**src/serial_ctrl_map.svh**
```systemverilog
// Register map, field positions and reset values of the serial controller
`ifndef SERIAL_CTRL_MAP_SVH
`define SERIAL_CTRL_MAP_SVH
`define ADDR_CONFIG 8'h9a
`define ADDR_DATA 8'h9b
`define ADDR_DIVIDER 8'h9d
`define ADDR_CONTROL 8'hf8
`define RST_CONFIG 8'h07
`define RST_DATA 8'h00
`define RST_DIVIDER 8'h00
`define RST_CONTROL 8'h00
`define CFG_PHASE 7
`define CFG_POLARITY 6
`define CTL_DONE 7
`define CTL_WRITE_COLLISION_FLAG 6
`define CTL_MODE_FAULT_FLAG 5
`define CTL_OVRN 4
`define CTL_BUSY 3
`define CTL_SLAVE_SELECTED_FLAG 2
`define CTL_MASTER_ENABLE 1
`define CTL_EN 0
`endif

```
**src/serial_ctrl_pkg.sv**
```systemverilog
// Types shared by the serial controller
`default_nettype none
package serial_ctrl_pkg;
  typedef enum logic [1:0] {
    ST_IDLE = 2'b00,
    ST_LEAD = 2'b01,
    ST_TRAIL = 2'b10
  } master_state_t;
  typedef struct packed {
    logic phase;
    logic polarity;
    logic [2:0] frame_size;
  } cfg_t;
  typedef struct packed {
    logic done;
    logic write_collision_flag;
    logic mode_fault_flag;
    logic ovrn;
    logic master_enable;
    logic block_enable;
  } ctl_t;
endpackage : serial_ctrl_pkg
`default_nettype wire

```
**src/serial_ctrl.sv**
```systemverilog
// Serial peripheral controller, master or slave, special function register port
`include "serial_ctrl_map.svh"
`default_nettype none
module serial_ctrl
  import serial_ctrl_pkg::*;
(
  // Clock and reset
  input wire logic i_clk_sys,
  input wire logic i_nrst,
  // Register port
  input wire logic [7:0] i_addr,
  input wire logic i_wr,
  input wire logic i_rd,
  input wire logic [7:0] i_wdata,
  output logic [7:0] o_rdata,
  // Serial pins
  input wire logic i_sck,
  output logic o_sck,
  output logic o_sck_oe,
  input wire logic i_mosi,
  output logic o_mosi,
  output logic o_mosi_oe,
  input wire logic i_miso,
  output logic o_miso,
  output logic o_miso_oe,
  input wire logic i_slave_select_n,
  // Interrupt
  output logic o_irq
);

  // Pin synchronisers
  logic [3:0] meta_q, sync_q;
  always_ff @(posedge i_clk_sys or negedge i_nrst) begin
    if (!i_nrst) begin
      meta_q <= 4'hf;
      sync_q <= 4'hf;
    end else begin
      meta_q <= {i_sck, i_mosi, i_miso, i_slave_select_n};
      sync_q <= meta_q;
    end
  end
  logic sck_s, mosi_s, miso_s, nss_s;
  assign {sck_s, mosi_s, miso_s, nss_s} = sync_q;

  function automatic logic hit(input logic [7:0] a, input logic [7:0] r);
    hit = (a == r);
  endfunction : hit

  // Register state
  cfg_t cfg_q, cfg_d;
  ctl_t ctl_q, ctl_d;
  logic [7:0] div_q, div_d;
  logic [7:0] rxbuf_q, rxbuf_d;
  logic rx_full_q, rx_full_d;
  logic [7:0] shift_q, shift_d;
  logic [2:0] bits_q, bits_d;
  logic [2:0] bitcnt_q, bitcnt_d;
  master_state_t mst_q, mst_d;
  logic [7:0] tick_q, tick_d;
  logic sck_q, sck_d, mosi_q, mosi_d, miso_q, miso_d;
  logic nss_prev_q, sck_prev_q;
  logic [7:0] rdata_q, rdata_d;
  logic irq_q, irq_d;
  logic sck_oe_q, mosi_oe_q, miso_oe_q;
  // Two-entry receive buffer between shifter and data register
  logic [7:0] fifo_q [2];
  logic [7:0] fifo_d [2];
  logic [1:0] fcnt_q, fcnt_d;

  logic busy, master, slave_act, wr_data, rd_data, lead_edge, trail_edge;
  logic in_valid, in_ready, slave_end;
  logic [7:0] in_word;
  assign master = ctl_q.block_enable & ctl_q.master_enable;
  assign slave_act = ctl_q.block_enable & ~ctl_q.master_enable & ~nss_s;
  assign busy = (mst_q != ST_IDLE);
  assign wr_data = i_wr & hit(i_addr, `ADDR_DATA);
  assign rd_data = i_rd & hit(i_addr, `ADDR_DATA);
  // slave edges relative to idle level
  assign lead_edge = slave_act & (sck_s != sck_prev_q) & (sck_s != cfg_q.polarity);
  assign trail_edge = slave_act & (sck_s != sck_prev_q) & (sck_s == cfg_q.polarity);
  assign slave_end = ctl_q.block_enable & ~ctl_q.master_enable & nss_s & ~nss_prev_q;
  assign in_ready = (fcnt_q != 2'd2);

  always_comb begin
    cfg_d = cfg_q;
    ctl_d = ctl_q;
    div_d = div_q;
    shift_d = shift_q;
    bits_d = bits_q;
    bitcnt_d = bitcnt_q;
    mst_d = mst_q;
    tick_d = tick_q;
    sck_d = sck_q;
    mosi_d = mosi_q;
    miso_d = miso_q;
    in_valid = 1'b0;
    in_word = shift_q;
    if (i_wr && hit(i_addr, `ADDR_CONFIG)) begin
      cfg_d.phase = i_wdata[`CFG_PHASE];
      cfg_d.polarity = i_wdata[`CFG_POLARITY];
      cfg_d.frame_size = i_wdata[2:0];
    end
    if (i_wr && hit(i_addr, `ADDR_DIVIDER)) begin
      div_d = i_wdata;
    end
    if (i_wr && hit(i_addr, `ADDR_CONTROL)) begin
      ctl_d.done = ctl_q.done & i_wdata[`CTL_DONE];
      ctl_d.write_collision_flag = ctl_q.write_collision_flag & i_wdata[`CTL_WRITE_COLLISION_FLAG];
      ctl_d.mode_fault_flag = ctl_q.mode_fault_flag & i_wdata[`CTL_MODE_FAULT_FLAG];
      ctl_d.ovrn = ctl_q.ovrn & i_wdata[`CTL_OVRN];
      ctl_d.master_enable = i_wdata[`CTL_MASTER_ENABLE];
      ctl_d.block_enable = i_wdata[`CTL_EN];
    end
    unique case (mst_q)
      ST_IDLE: begin
        sck_d = cfg_q.polarity;
        if (master && wr_data) begin
          shift_d = i_wdata;
          bits_d = cfg_q.frame_size;
          bitcnt_d = 3'd0;
          tick_d = div_q;
          mst_d = ST_LEAD;
          mosi_d = i_wdata[7];
        end
      end
      ST_LEAD, ST_TRAIL: begin
        // half period of divider plus one
        if (tick_q != 8'h00) begin
          tick_d = tick_q - 8'd1;
        end else begin
          tick_d = div_q;
          sck_d = ~sck_q;
          if (mst_q == ST_LEAD) begin
            mst_d = ST_TRAIL;
            if (!cfg_q.phase) begin
              shift_d = {shift_q[6:0], miso_s};
            end else begin
              mosi_d = shift_q[7];
            end
          end else begin
            if (cfg_q.phase) begin
              shift_d = {shift_q[6:0], miso_s};
            end
            bitcnt_d = bitcnt_q + 3'd1;
            if (bits_q == 3'd0) begin
              mst_d = ST_IDLE;
              in_valid = 1'b1;
              in_word = shift_d;
              ctl_d.done = 1'b1;
              bitcnt_d = bitcnt_q;
            end else begin
              bits_d = bits_q - 3'd1;
              mst_d = ST_LEAD;
              if (!cfg_q.phase) begin
                mosi_d = shift_d[7];
              end
            end
          end
        end
      end
      default: begin
        mst_d = ST_IDLE;
      end
    endcase
    // Leaving master role aborts a word, so the clock cannot keep toggling
    if (!master) begin
      mst_d = ST_IDLE;
      sck_d = cfg_q.polarity;
    end
    // slave ignores divider and frame size
    if (~ctl_q.master_enable) begin
      if (wr_data && !slave_act) begin
        shift_d = i_wdata;
        miso_d = i_wdata[7];
      end
      if (slave_act && nss_prev_q && !cfg_q.phase) begin
        miso_d = shift_q[7];
      end
      if ((lead_edge && !cfg_q.phase) || (trail_edge && cfg_q.phase)) begin
        shift_d = {shift_q[6:0], mosi_s};
        bitcnt_d = bitcnt_q + 3'd1;
      end
      if ((trail_edge && !cfg_q.phase) || (lead_edge && cfg_q.phase)) begin
        miso_d = shift_q[7];
      end
      if (slave_end) begin
        in_valid = 1'b1;
        ctl_d.done = 1'b1;
        bitcnt_d = 3'd0;
      end
    end
    if (wr_data && (busy || slave_act)) begin
      ctl_d.write_collision_flag = 1'b1;
    end
    if (in_valid && (rx_full_q || !in_ready)) begin
      ctl_d.ovrn = 1'b1;
    end
    if (master && !nss_s) begin
      ctl_d.mode_fault_flag = 1'b1;
      ctl_d.master_enable = 1'b0;
      ctl_d.block_enable = 1'b0;
      mst_d = ST_IDLE;
    end
  end

  // Receive buffer path; overrun word never displaces unread data
  always_comb begin
    fifo_d = fifo_q;
    fcnt_d = fcnt_q;
    rxbuf_d = rxbuf_q;
    rx_full_d = rx_full_q;
    if (rd_data) begin
      rx_full_d = 1'b0;
    end
    if (fcnt_q != 2'd0 && (!rx_full_q || rd_data)) begin
      rxbuf_d = fifo_q[0];
      rx_full_d = 1'b1;
      fifo_d[0] = fifo_q[1];
      fcnt_d = fcnt_q - 2'd1;
    end
    if (in_valid && in_ready && !rx_full_q) begin
      fifo_d[fcnt_d[0]] = in_word;
      fcnt_d = fcnt_d + 2'd1;
    end
  end

  // Read mux; data reads the buffer
  always_comb begin
    rdata_d = 8'h00;
    if (hit(i_addr, `ADDR_CONFIG)) begin
      rdata_d = {cfg_q.phase, cfg_q.polarity, bitcnt_q, cfg_q.frame_size};
    end else if (hit(i_addr, `ADDR_DATA)) begin
      rdata_d = rxbuf_q;
    end else if (hit(i_addr, `ADDR_DIVIDER)) begin
      rdata_d = div_q;
    end else if (hit(i_addr, `ADDR_CONTROL)) begin
      rdata_d = {ctl_q.done, ctl_q.write_collision_flag, ctl_q.mode_fault_flag, ctl_q.ovrn, busy, ~nss_s,
                 ctl_q.master_enable, ctl_q.block_enable};
    end
    irq_d = ctl_d.done | ctl_d.write_collision_flag | ctl_d.mode_fault_flag | ctl_d.ovrn;
  end

  always_ff @(posedge i_clk_sys or negedge i_nrst) begin
    if (!i_nrst) begin
      cfg_q <= cfg_t'(5'b00111);
      ctl_q <= '0;
      div_q <= `RST_DIVIDER;
      rxbuf_q <= `RST_DATA;
      rx_full_q <= 1'b0;
      shift_q <= 8'h00;
      bits_q <= 3'd0;
      bitcnt_q <= 3'd0;
      mst_q <= ST_IDLE;
      tick_q <= 8'h00;
      sck_q <= 1'b0;
      mosi_q <= 1'b0;
      miso_q <= 1'b0;
      nss_prev_q <= 1'b1;
      // Matches synchroniser reset, so no false edge
      sck_prev_q <= 1'b1;
      rdata_q <= 8'h00;
      irq_q <= 1'b0;
      sck_oe_q <= 1'b0;
      mosi_oe_q <= 1'b0;
      miso_oe_q <= 1'b0;
      fifo_q[0] <= 8'h00;
      fifo_q[1] <= 8'h00;
      fcnt_q <= 2'd0;
    end else begin
      cfg_q <= cfg_d;
      ctl_q <= ctl_d;
      div_q <= div_d;
      rxbuf_q <= rxbuf_d;
      rx_full_q <= rx_full_d;
      shift_q <= shift_d;
      bits_q <= bits_d;
      bitcnt_q <= bitcnt_d;
      mst_q <= mst_d;
      tick_q <= tick_d;
      sck_q <= sck_d;
      mosi_q <= mosi_d;
      miso_q <= miso_d;
      nss_prev_q <= nss_s;
      sck_prev_q <= sck_s;
      rdata_q <= rdata_d;
      irq_q <= irq_d;
      sck_oe_q <= ctl_d.block_enable & ctl_d.master_enable;
      mosi_oe_q <= ctl_d.block_enable & ctl_d.master_enable;
      miso_oe_q <= ctl_d.block_enable & ~ctl_d.master_enable & ~nss_s;
      fifo_q <= fifo_d;
      fcnt_q <= fcnt_d;
    end
  end

  assign o_rdata = rdata_q;
  assign o_sck = sck_q;
  assign o_sck_oe = sck_oe_q;
  assign o_mosi = mosi_q;
  assign o_mosi_oe = mosi_oe_q;
  assign o_miso = miso_q;
  assign o_miso_oe = miso_oe_q;
  assign o_irq = irq_q;

endmodule : serial_ctrl
`default_nettype wire

```
**config.mk**
```make
export PLATFORM = sky130hd
export DESIGN_NAME = serial_ctrl
export DESIGN_NICKNAME = d
export VERILOG_FILES = /design/src/serial_ctrl_pkg.sv /design/src/serial_ctrl.sv
export VERILOG_INCLUDE_DIRS = /design/src
export SDC_FILE = /design/constraint.sdc
export NUM_CORES = 1
export LEC_CHECK = 0
export ABC_AREA = 1
export BUFFER_PORTS_ARGS = -buffer_cell sky130_fd_sc_hd__buf_4
export CORE_ASPECT_RATIO = 0.8
export CORE_MARGIN = 5
export CORE_UTILIZATION = 30
export DETAILED_ROUTE_END_ITERATION = 6
export GPL_ROUTABILITY_DRIVEN = 0
export HOLD_SLACK_MARGIN = 0.06
export PLACE_DENSITY = 0.45
export REMOVE_ABC_BUFFERS = 1
export SLEW_MARGIN = 25
export SYNTH_ARGS = -nofsm -noshare
export SYNTH_HDL_FRONTEND = slang
export SYNTH_SLANG_ARGS = --single-unit
```
**constraint.sdc**
```tcl
create_clock -name i_clk_sys -period 2.8 [get_ports i_clk_sys]
set_input_delay 0.56 -clock i_clk_sys [delete_from_list [all_inputs] [get_ports i_clk_sys]]
set_output_delay 0.56 -clock i_clk_sys [all_outputs]
set_load 0.01 [all_outputs]
```
* Word level (Yosys, flattened, before mapping)
Index checks and enable logic that the tools add are counted.
** Storage, ports and cells
- Register bits after elaboration :: 94
- Latch bits :: 0
- Bits in writable memories :: 0
- Memory bits (read-only) :: 0
- Output and inout bits :: 15
- Memories kept :: 0
** Cells by class
- $add $sub $neg :: 5
- $mul :: 0
- Divide/modulo/power cells :: 0
- Magnitude comparators :: 2
- Equal/unequal tests :: 21
- Shifts and indexed selects :: 0
- Muxes and demuxes :: 79
- Bitwise logic cells :: 26
- Reductions and logical operators :: 43
** Operators by type and width (number)
- 2-to-1 mux 8 bit :: 20
- 2-to-1 mux 3 bit :: 11
- equality test 8 bit, second input constant :: 4
- case mux 8 bit (2 select lines) :: 2
- 2-to-1 mux 1 bit :: 29
- logical AND 1 bit :: 18
- bitwise AND 1 bit :: 17
- bitwise mux 16 bit :: 1
- 2-to-1 mux 16 bit :: 1
- 2-to-1 mux 2 bit :: 8
- inequality test 3 bit, second input constant :: 4
- case mux 3 bit (2 select lines) :: 2
- inequality test 2 bit, second input constant :: 5
- demux 8 bit (select 1 bit) :: 1
- inequality test 4 bit, second input constant :: 2
- AND reduction 2 bit :: 4
- nonzero test 2 bit :: 4
- nonzero test 8 bit :: 1
- subtractor 8 x 1 -> 8 bit, second input constant :: 1
- 2-to-1 mux 6 bit :: 1
- AND reduction 6 bit :: 1
- zero test 1 bit :: 5
- logical OR 1 bit :: 5
- inverter 1 bit :: 5
- 20 further kinds :: 24

* Depth between registers and ports, before layout
Gate-level depths: netlist of run 1.
- Depth in word-level cells :: 12
- Depth in mapped cells :: 15

* Worst setup path before layout of run 1
OpenSTA, ideal clock, no wires.
- Path type :: input port to flip-flop
- Start point :: input port i_addr[6]
- End point :: register with a tool-made name
- Library setup time :: 0.132 ns
- Data arrival time :: 2.082 ns
- Required time :: 2.668 ns
- Path slack :: 0.586 ns
- Stages on the path :: 12
- Path through :: inv_1 nand2_1 nor2_4 nand2_4 inv_6 nand2_4 nand2_4 nand2_4 xor2_4 ha_1 clkbuf_1 o21ai_0
** RTL lines
- start, declared :: RTL line serial_ctrl.sv:11 : input wire logic [7:0] i_addr,

==> flow_summary.json, run 1 <==
{
  "status": "complete, no violations",
  "grt_max_degree": 43,
  "cts_tree": "built",
  "yosysSeqAreaShare": 0.451,
  "vias": 4587,
  "fin_nets": 752,
  "io_buffer_count": 38,
  "rsz0062_at_grt": "no",
  "first_global_vias": 4373,
  "ys_ff_latch": 94,
  "instances_no_fill": 947,
  "synth_simple_gate_area_frac": 0.263,
  "nFillCells": 1807,
  "crit_chain": "inv_1 > ha_1 > nand3_1 > nor2_4 > nand2_1 > nand2_1 > nand2_1 > inv_1 > ha_1 > o21ai_0",
  "drv_slew": 0,
  "place_inst": 931,
  "clk_transition_reported_paths_ns": 0.07,
  "drc": 0,
  "ant_nets": 0,
  "clkLatencyLatePin_ns": 0.35,
  "die_x_microns": 158,
  "relSlewSlack": 0.584,
  "clock_sinks": 94,
  "wire_per_inst_microns": 16.8,
  "grt_overflow_total": 0,
  "worst_pin_slew_ns": 0.623,
  "io-pin-count": 39,
  "drt_pass1_iterations": 5,
  "ys_types": 45,
  "worstPathArrival_ns": 2.59,
  "synth_compound_area_frac": 0.139,
  "wirelength_microns": 15900,
  "grt_usage": 0.161,
  "timing.final.crit_share": 0.848,
  "rows": 43,
  "p_leak_nw": 3.02,
  "yosysTopAreaCellShare": 0.386,
  "syn_inst": 675,
  "drt_iter0_markers": 382,
  "synthAdderAreaFrac": 0.0262,
  "hpwl_microns": 12100,
  "crit_required_ns": 3.01,
  "post_cts.repair.setup_buffers": 0,
  "holdBufCountCts": 0,
  "vias_per_cell": 4.84,
  "grt_pass1_wl_microns": 25100,
  "fin_skew_ns": 0.0110,
  "seqCellArea_sq_um": 2370,
  "synth_top_family_by_area": "simple AND/OR/NAND/NOR gates",
  "yosysWarnings": 0,
  "cts_resized": 0,
  "hold_violations": 0,
  "cts_max_path_buffers": 2,
  "fin_tns_setup_ns": 0,
  "synth.top_cells.by_area": "dfrtp_1, nand2_1, o21ai_0",
  "cts_max_level": 3,
  "hold_class": "input port to async pin",
  "antenna_cells": 0,
  "dpl_cell_area_sq_um": 5820,
  "avgSynthCellArea_sq_um": 7.78,
  "fin_area_sq_um": 6120,
  "fin_crit_ns": 2.37,
  "crit_fanout": 16,
  "critical_path.most_common_cell": "nand2_1",
  "die_h_microns": 128,
  "drive_gt1_frac": 0.157,
  "final-setup-viol-count": 0,
  "cp-start-kind": "flip-flop",
  "cp-end-kind": "flip-flop",
  "cts_root_buffer": "clkbuf_16",
  "synthToLayoutAreaGrowth_pct": 16.5,
  "slowest_delay_ns": 0.47,
  "max_cap_viol_count": 0,
  "finalPower_w": 0.00362,
  "synth_edf_count": 0,
  "core-area_sq_um": 17300,
  "dieArea_sq_um": 20300,
  "multiInputGateArea_sq_um": 2450,
  "antenna_found_initial": 0,
  "syn_area_sq_um": 5250,
  "critPathSlowestCell": "ha_1",
  "synthFlopType": "dfrtp_1",
  "yosys.area.top_type": "dfrtp_1",
  "worstSetupPathType": "flip-flop to flip-flop",
  "fmax_mhz": 421,
  "power.density_nw_per_um2": 592,
  "async_flop_share": 1.00,
  "peakVddDrop_mv": 0.288,
  "cts_buffers": 9,
  "rrSetupSlack_ns": 0.43,
  "initial_core_util": 0.304,
  "synth-xor-area-share": 0.0186,
  "synth_mux_area_frac": 0.0193
}
## area by class of cell
| type | instances | share of cell area |
|---|---|---|
| multi-input combinational | 477 | 0.400 |
| sequential | 94 | 0.387 |
| timing repair buffer | 50 | 0.0634 |
| inverter | 85 | 0.0538 |
| tap | 225 | 0.0460 |
| clock buffer | 12 | 0.0403 |
| clock inverter | 4 | 0.00920 |
## registers in the layout (all words and copies together) (netlist names), 2 cells and up, named ones only
signal    cells
bitcnt_q      3
bits_q        3
cfg_q         5
ctl_q         6
div_q         8
fcnt_q        2
fifo_q        8
meta_q        4
mst_q         2
o_rdata       8
rxbuf_q       8
shift_q       8
sync_q        4
tick_q        8
## worst max-delay path, delay by kind of cell, from the launching register on
kind	cells	cell delay, ns
adders and majority gates	2	0.65
DFF	1	0.36
buffers and inverters	2	0.26
AOI/OAI and AO/OA	1	0.16
and+or+nand+nor	5	0.80
## cell usage in the layout, fill, tap and decap left out, types with 4 or more instances in the layout
cell,n
a21oi_1,32
buf_4,49
clkbuf_16,9
dfrtp_1,81
dfstp_2,13
ha_1,11
inv_1,77
inv_2,4
mux2_1,4
mux2_2,5
nand2_1,205
nand2_2,4
nand2_4,4
nand3_1,24
nand4_1,13
nor2_1,43
nor2_4,4
o211ai_1,4
o21ai_0,69
o21ai_1,19
o22ai_1,5
xor2_1,7
## stage by stage
step	util	hold slack, ns	worst slack [ns]
6_report	0.354	0.209	0.427
4_1_cts	0.354	0.224	0.411
5_1_grt	0.354	0.244	0.202
2_1_floorplan	-	0.264	0.454
3_5_place_dp	0.337	0.347	0.320
3_3_place_gp	0.337	0.348	0.395
## power breakdown
group	switching (W)	internal (W)	leakage, nW
Clock	0.000551	0.000725	0.141
Sequential	0.000143	0.00149	1.11
Combinational	0.000462	0.000250	1.77
## cell usage after synthesis, types with 7 or more instances
cell / number
nand2_1: 205
dfrtp_1: 81
inv_1: 77
o21ai_0: 69
nor2_1: 43
a21oi_1: 32
nand3_1: 24
o21ai_1: 19
dfstp_2: 13
nand4_1: 13
ha_1: 11
clkbuf_1: 7
xor2_1: 7
## final timing paths
check,endpoint,from,cells past startpoint
max,flip-flop,tick_q[0]$_DFFE_PN0P_,10
min,bits_q[2]$_DFFE_PN0P_,i_nrst,1
max reg2reg,flip-flop,tick_q[0]$_DFFE_PN0P_,10
min reg2reg,sync_q[1]$_DFF_PN1_,meta_q[1]$_DFF_PN1_,0
max in group asynchronous,nss_prev_q$_DFF_PN1_,i_nrst,2
min in group i_clk_sys,meta_q[1]$_DFF_PN1_,i_miso,1
## per-layer routing
metal | vias to the layer above | global-route usage | routed length [microns]
met5 | - | 0 | 0
met4 | 0 | 0.0396 | 241
met3 | 17 | 0.0346 | 874
met2 | 121 | 0.225 | 6440
met1 | 2181 | 0.252 | 8360
li1 | 2268 | - | -
## logic make-up after synthesis
family,count (synthesis)
buf+inv,104
flops,94
fa+ha+maj,11
simple gates,311
xor+xnor,9
compound gates,137
mux,9
Note: power is estimated with default switching activity, not from simulation.
==> inputs of run 2 (changes only) <==
--- a/config.mk
+++ b/config.mk
@@ -6,7 +6,7 @@
 export SDC_FILE = /design/constraint.sdc
 export NUM_CORES = 1
 export LEC_CHECK = 0
-export ABC_AREA = 1
+export ABC_AREA = 0
 export BUFFER_PORTS_ARGS = -buffer_cell sky130_fd_sc_hd__buf_4
 export CORE_ASPECT_RATIO = 0.8
 export CORE_MARGIN = 5
@@ -14,7 +14,7 @@
 export DETAILED_ROUTE_END_ITERATION = 6
 export GPL_ROUTABILITY_DRIVEN = 0
 export HOLD_SLACK_MARGIN = 0.06
-export PLACE_DENSITY = 0.45
+export PLACE_DENSITY = 0.46
 export REMOVE_ABC_BUFFERS = 1
 export SLEW_MARGIN = 25
 export SYNTH_ARGS = -nofsm -noshare
==> constraint.sdc (replaced) <==
create_clock -name i_clk_sys -period 2.1 [get_ports i_clk_sys]
set_input_delay 0.42 -clock i_clk_sys [delete_from_list [all_inputs] [get_ports i_clk_sys]]
set_output_delay 0.42 -clock i_clk_sys [all_outputs]
set_load 0.01 [all_outputs]
==> flow_summary.json, run 2 <==
{
  "whs_ns": 0.180,
  "die_h_microns": 125,
  "antenna_found_initial": 0,
  "wirelength_microns": 16200,
  "io-pin-count": 39,
  "vias": 4338,
  "seqCellArea_sq_um": 2370,
  "grt_overflow_total": 0,
  "yosysSeqAreaShare": 0.477,
  "clkLatencyLatePin_ns": 0.35,
  "synthFlopType": "dfrtp_1",
  "internal_power_w": 0.00300,
  "drv_slew": 0,
  "cts_tree": "built",
  "ys_top_cells_by_count": "dfrtp_1, mux2i_1, nor2_1",
  "yosysWarnings": 0,
  "ys_ff_latch": 94,
  "syn_inst": 471,
  "pwr-share-clk": 0.371,
  "die_x_microns": 154,
  "drt_iter0_markers": 353,
  "nFillCells": 1617,
  "crit_required_ns": 2.33,
  "switchingPower_w": 0.00113,
  "avgSynthCellArea_sq_um": 10.6,
  "async_flop_share": 1.00,
  "hold_violations": 0,
  "worstSetupPathType": "flip-flop to flip-flop",
  "final_cell_mix": "buf_4, dfrtp_1, nor2_1, mux2i_1, o21ai_0",
  "peakVddDrop_mv": 0.430,
  "status": "finished, violations left",
  "synth.top_cells.by_area": "dfrtp_1, mux2i_1, dfstp_2",
  "sw_frac_of_total": 0.273,
  "fin_tns_setup_ns": 0,
  "worstPathArrival_ns": 2.31,
  "min-delay-start": "i_miso",
  "p_seq_frac": 0.505,
  "clock_sinks": 94,
  "drc": 6,
  "timing.final.crit_share": 0.994,
  "crit_start": "tick_q[0]$_DFFE_PN0P_",
  "cts_buffers": 9,
  "violations": "design-rule violations",
  "layout_commonest_cell": "buf_4",
  "worstReg2RegStart": "tick_q[0]$_DFFE_PN0P_",
  "power.density_nw_per_um2": 615,
  "hpwl_microns": 12100,
  "p_comb_frac": 0.124,
  "io_buffer_count": 38,
  "final-setup-viol-count": 0,
  "antenna_cells": 0,
  "yosysMostFrequentCell": "dfrtp_1",
  "drt_pass1_iterations": 7,
  "p_leak_nw": 2.92,
  "crit_chain": "inv_2 > ha_2 > or3b_4 > nor2_4 > and4_4 > buf_12 > mux2i_4 > mux2i_1",
  "worst_pin_slew_ns": 0.511,
  "fmax_mhz": 479,
  "hold_class": "input port to flip-flop",
  "core-area_sq_um": 16400,
  "relSlewSlack": 0.660,
  "cp-start-kind": "flip-flop",
  "cts_max_path_buffers": 2,
  "clk_transition_reported_paths_ns": 0.07,
  "max_cap_viol_count": 0,
  "instances_no_fill": 813,
  "final_core_util": 0.410,
  "ant_nets": 0,
  "critPathSlowestCell": "or3b_4",
  "rsz0062_at_grt": "yes",
  "wire_per_inst_microns": 19.9,
  "dieArea_sq_um": 19300,
  "place_inst": 794,
  "cts_max_level": 3,
  "yosysTopAreaCellShare": 0.408,
  "crit_fanout": 8,
  "grt_max_degree": 45,
  "fin_nets": 623,
  "rows": 42,
  "cp_top_family": "simple AND/OR/NAND/NOR gates",
  "ys_types": 72,
  "fin_crit_ns": 2.09,
  "vias_per_cell": 5.34,
  "cp-end-kind": "flip-flop",
  "initial_core_util": 0.303,
  "syn_area_sq_um": 4970,
  "grt_usage": 0.166,
  "cts_root_buffer": "clkbuf_16",
  "fin_skew_ns": 0.0119,
  "synth_edf_count": 0,
  "grt_pass1_wl_microns": 24900,
  "yosys.area.top_type": "dfrtp_1",
  "multiInputGateArea_sq_um": 2690,
  "cp_num_buf_inv": 2,
  "drive_gt1_frac": 0.386,
  "slowest_delay_ns": 0.44,
  "synthToLayoutAreaGrowth_pct": 35.1,
  "first_global_vias": 4335
}
==> run 2: area by class of cell <==
type / count / area share
Clock buffer: 14 / 0.0378
Clock inverter: 2 / 0.00186
Inverter: 22 / 0.0123
Multi-Input combinational cell: 334 / 0.400
Sequential cell: 94 / 0.353
Tap cell: 220 / 0.0410
Timing Repair Buffer: 127 / 0.154
==> run 2: power groups by stage <==
stage | logic [W] | clock network, W | registers (W)
after floorplan | 0.000239 | 0 | 0.00204
after global placement | 0.000463 | 0 | 0.00209
after detailed placement | 0.000473 | 0 | 0.00209
after CTS | 0.000481 | 0.00158 | 0.00205
after global routing | 0.000559 | 0.00164 | 0.00209
final | 0.000511 | 0.00153 | 0.00209
==> run 2: timing repair <==
item,CTS,global route
hold endpoints to repair,24,0
pin swaps,2,9
setup buffers,1,2
cloned,0,1
gates resized for setup,15,40
setup endpoints to repair,23,32
hold buffers,1,0
==> run 2: worst register-to-register path: stages (launching register included) <==
cell and delay [ns]:
dfrtp_1 0.39, inv_2 0.06, ha_2 0.17, or3b_4 0.44, nor2_4 0.11, and4_4 0.24
buf_12 0.17, mux2i_4 0.28, mux2i_1 0.10
==> run 2: per-stage QoR <==
stage	power [W]	setup slack, ns	cell area (sq um)
final	0.00413	0.0136	6720
after global routing	0.00429	-0.105	6720
after CTS	0.00411	-0.0179	6500
after detailed placement	0.00256	-0.259	6140
after global placement	0.00255	-0.252	6140
after floorplan	0.00228	-0.269	4870
==> run 2: kinds of logic (layout without fill, tap and decap cells) <==
kind of cell / after synthesis / count (layout) / share of synthesized area
and+or+nand+nor: 133 / 133 / 0.152
AOI/OAI and AO/OA: 124 / 124 / 0.170
DFF: 94 / 94 / 0.477
muxes: 61 / 61 / 0.129
buffers and inverters: 43 / 165 / 0.0363
adders and majority gates: 11 / 11 / 0.0277
xor gates and xnor gates: 5 / 5 / 0.00881
==> run 2: final timing paths <==
kind	to	slack [ns]	depth (start not counted)
setup / recovery	fifo_q[10]$_DFF_PN0_	0.01	8
hold / removal	meta_q[1]$_DFF_PN1_	0.18	1
setup reg to reg	fifo_q[10]$_DFF_PN0_	0.01	8
hold reg to reg	sync_q[3]$_DFF_PN1_	0.35	0
max in group asynchronous	tick_q[4]$_DFFE_PN0P_	0.89	3
min in group asynchronous	shift_q[1]$_DFF_PN0_	0.59	2
==> run 2: routing by layer <==
metal | GRT usage | wire, microns | part of all wire | up-vias
met5 | 0 | 0 | 0 | -
met4 | 0.0483 | 263 | 0.016 | 0
met3 | 0.0404 | 1030 | 0.064 | 17
met2 | 0.236 | 6890 | 0.43 | 134
met1 | 0.249 | 8010 | 0.49 | 2178
li1 | - | - | - | 2009
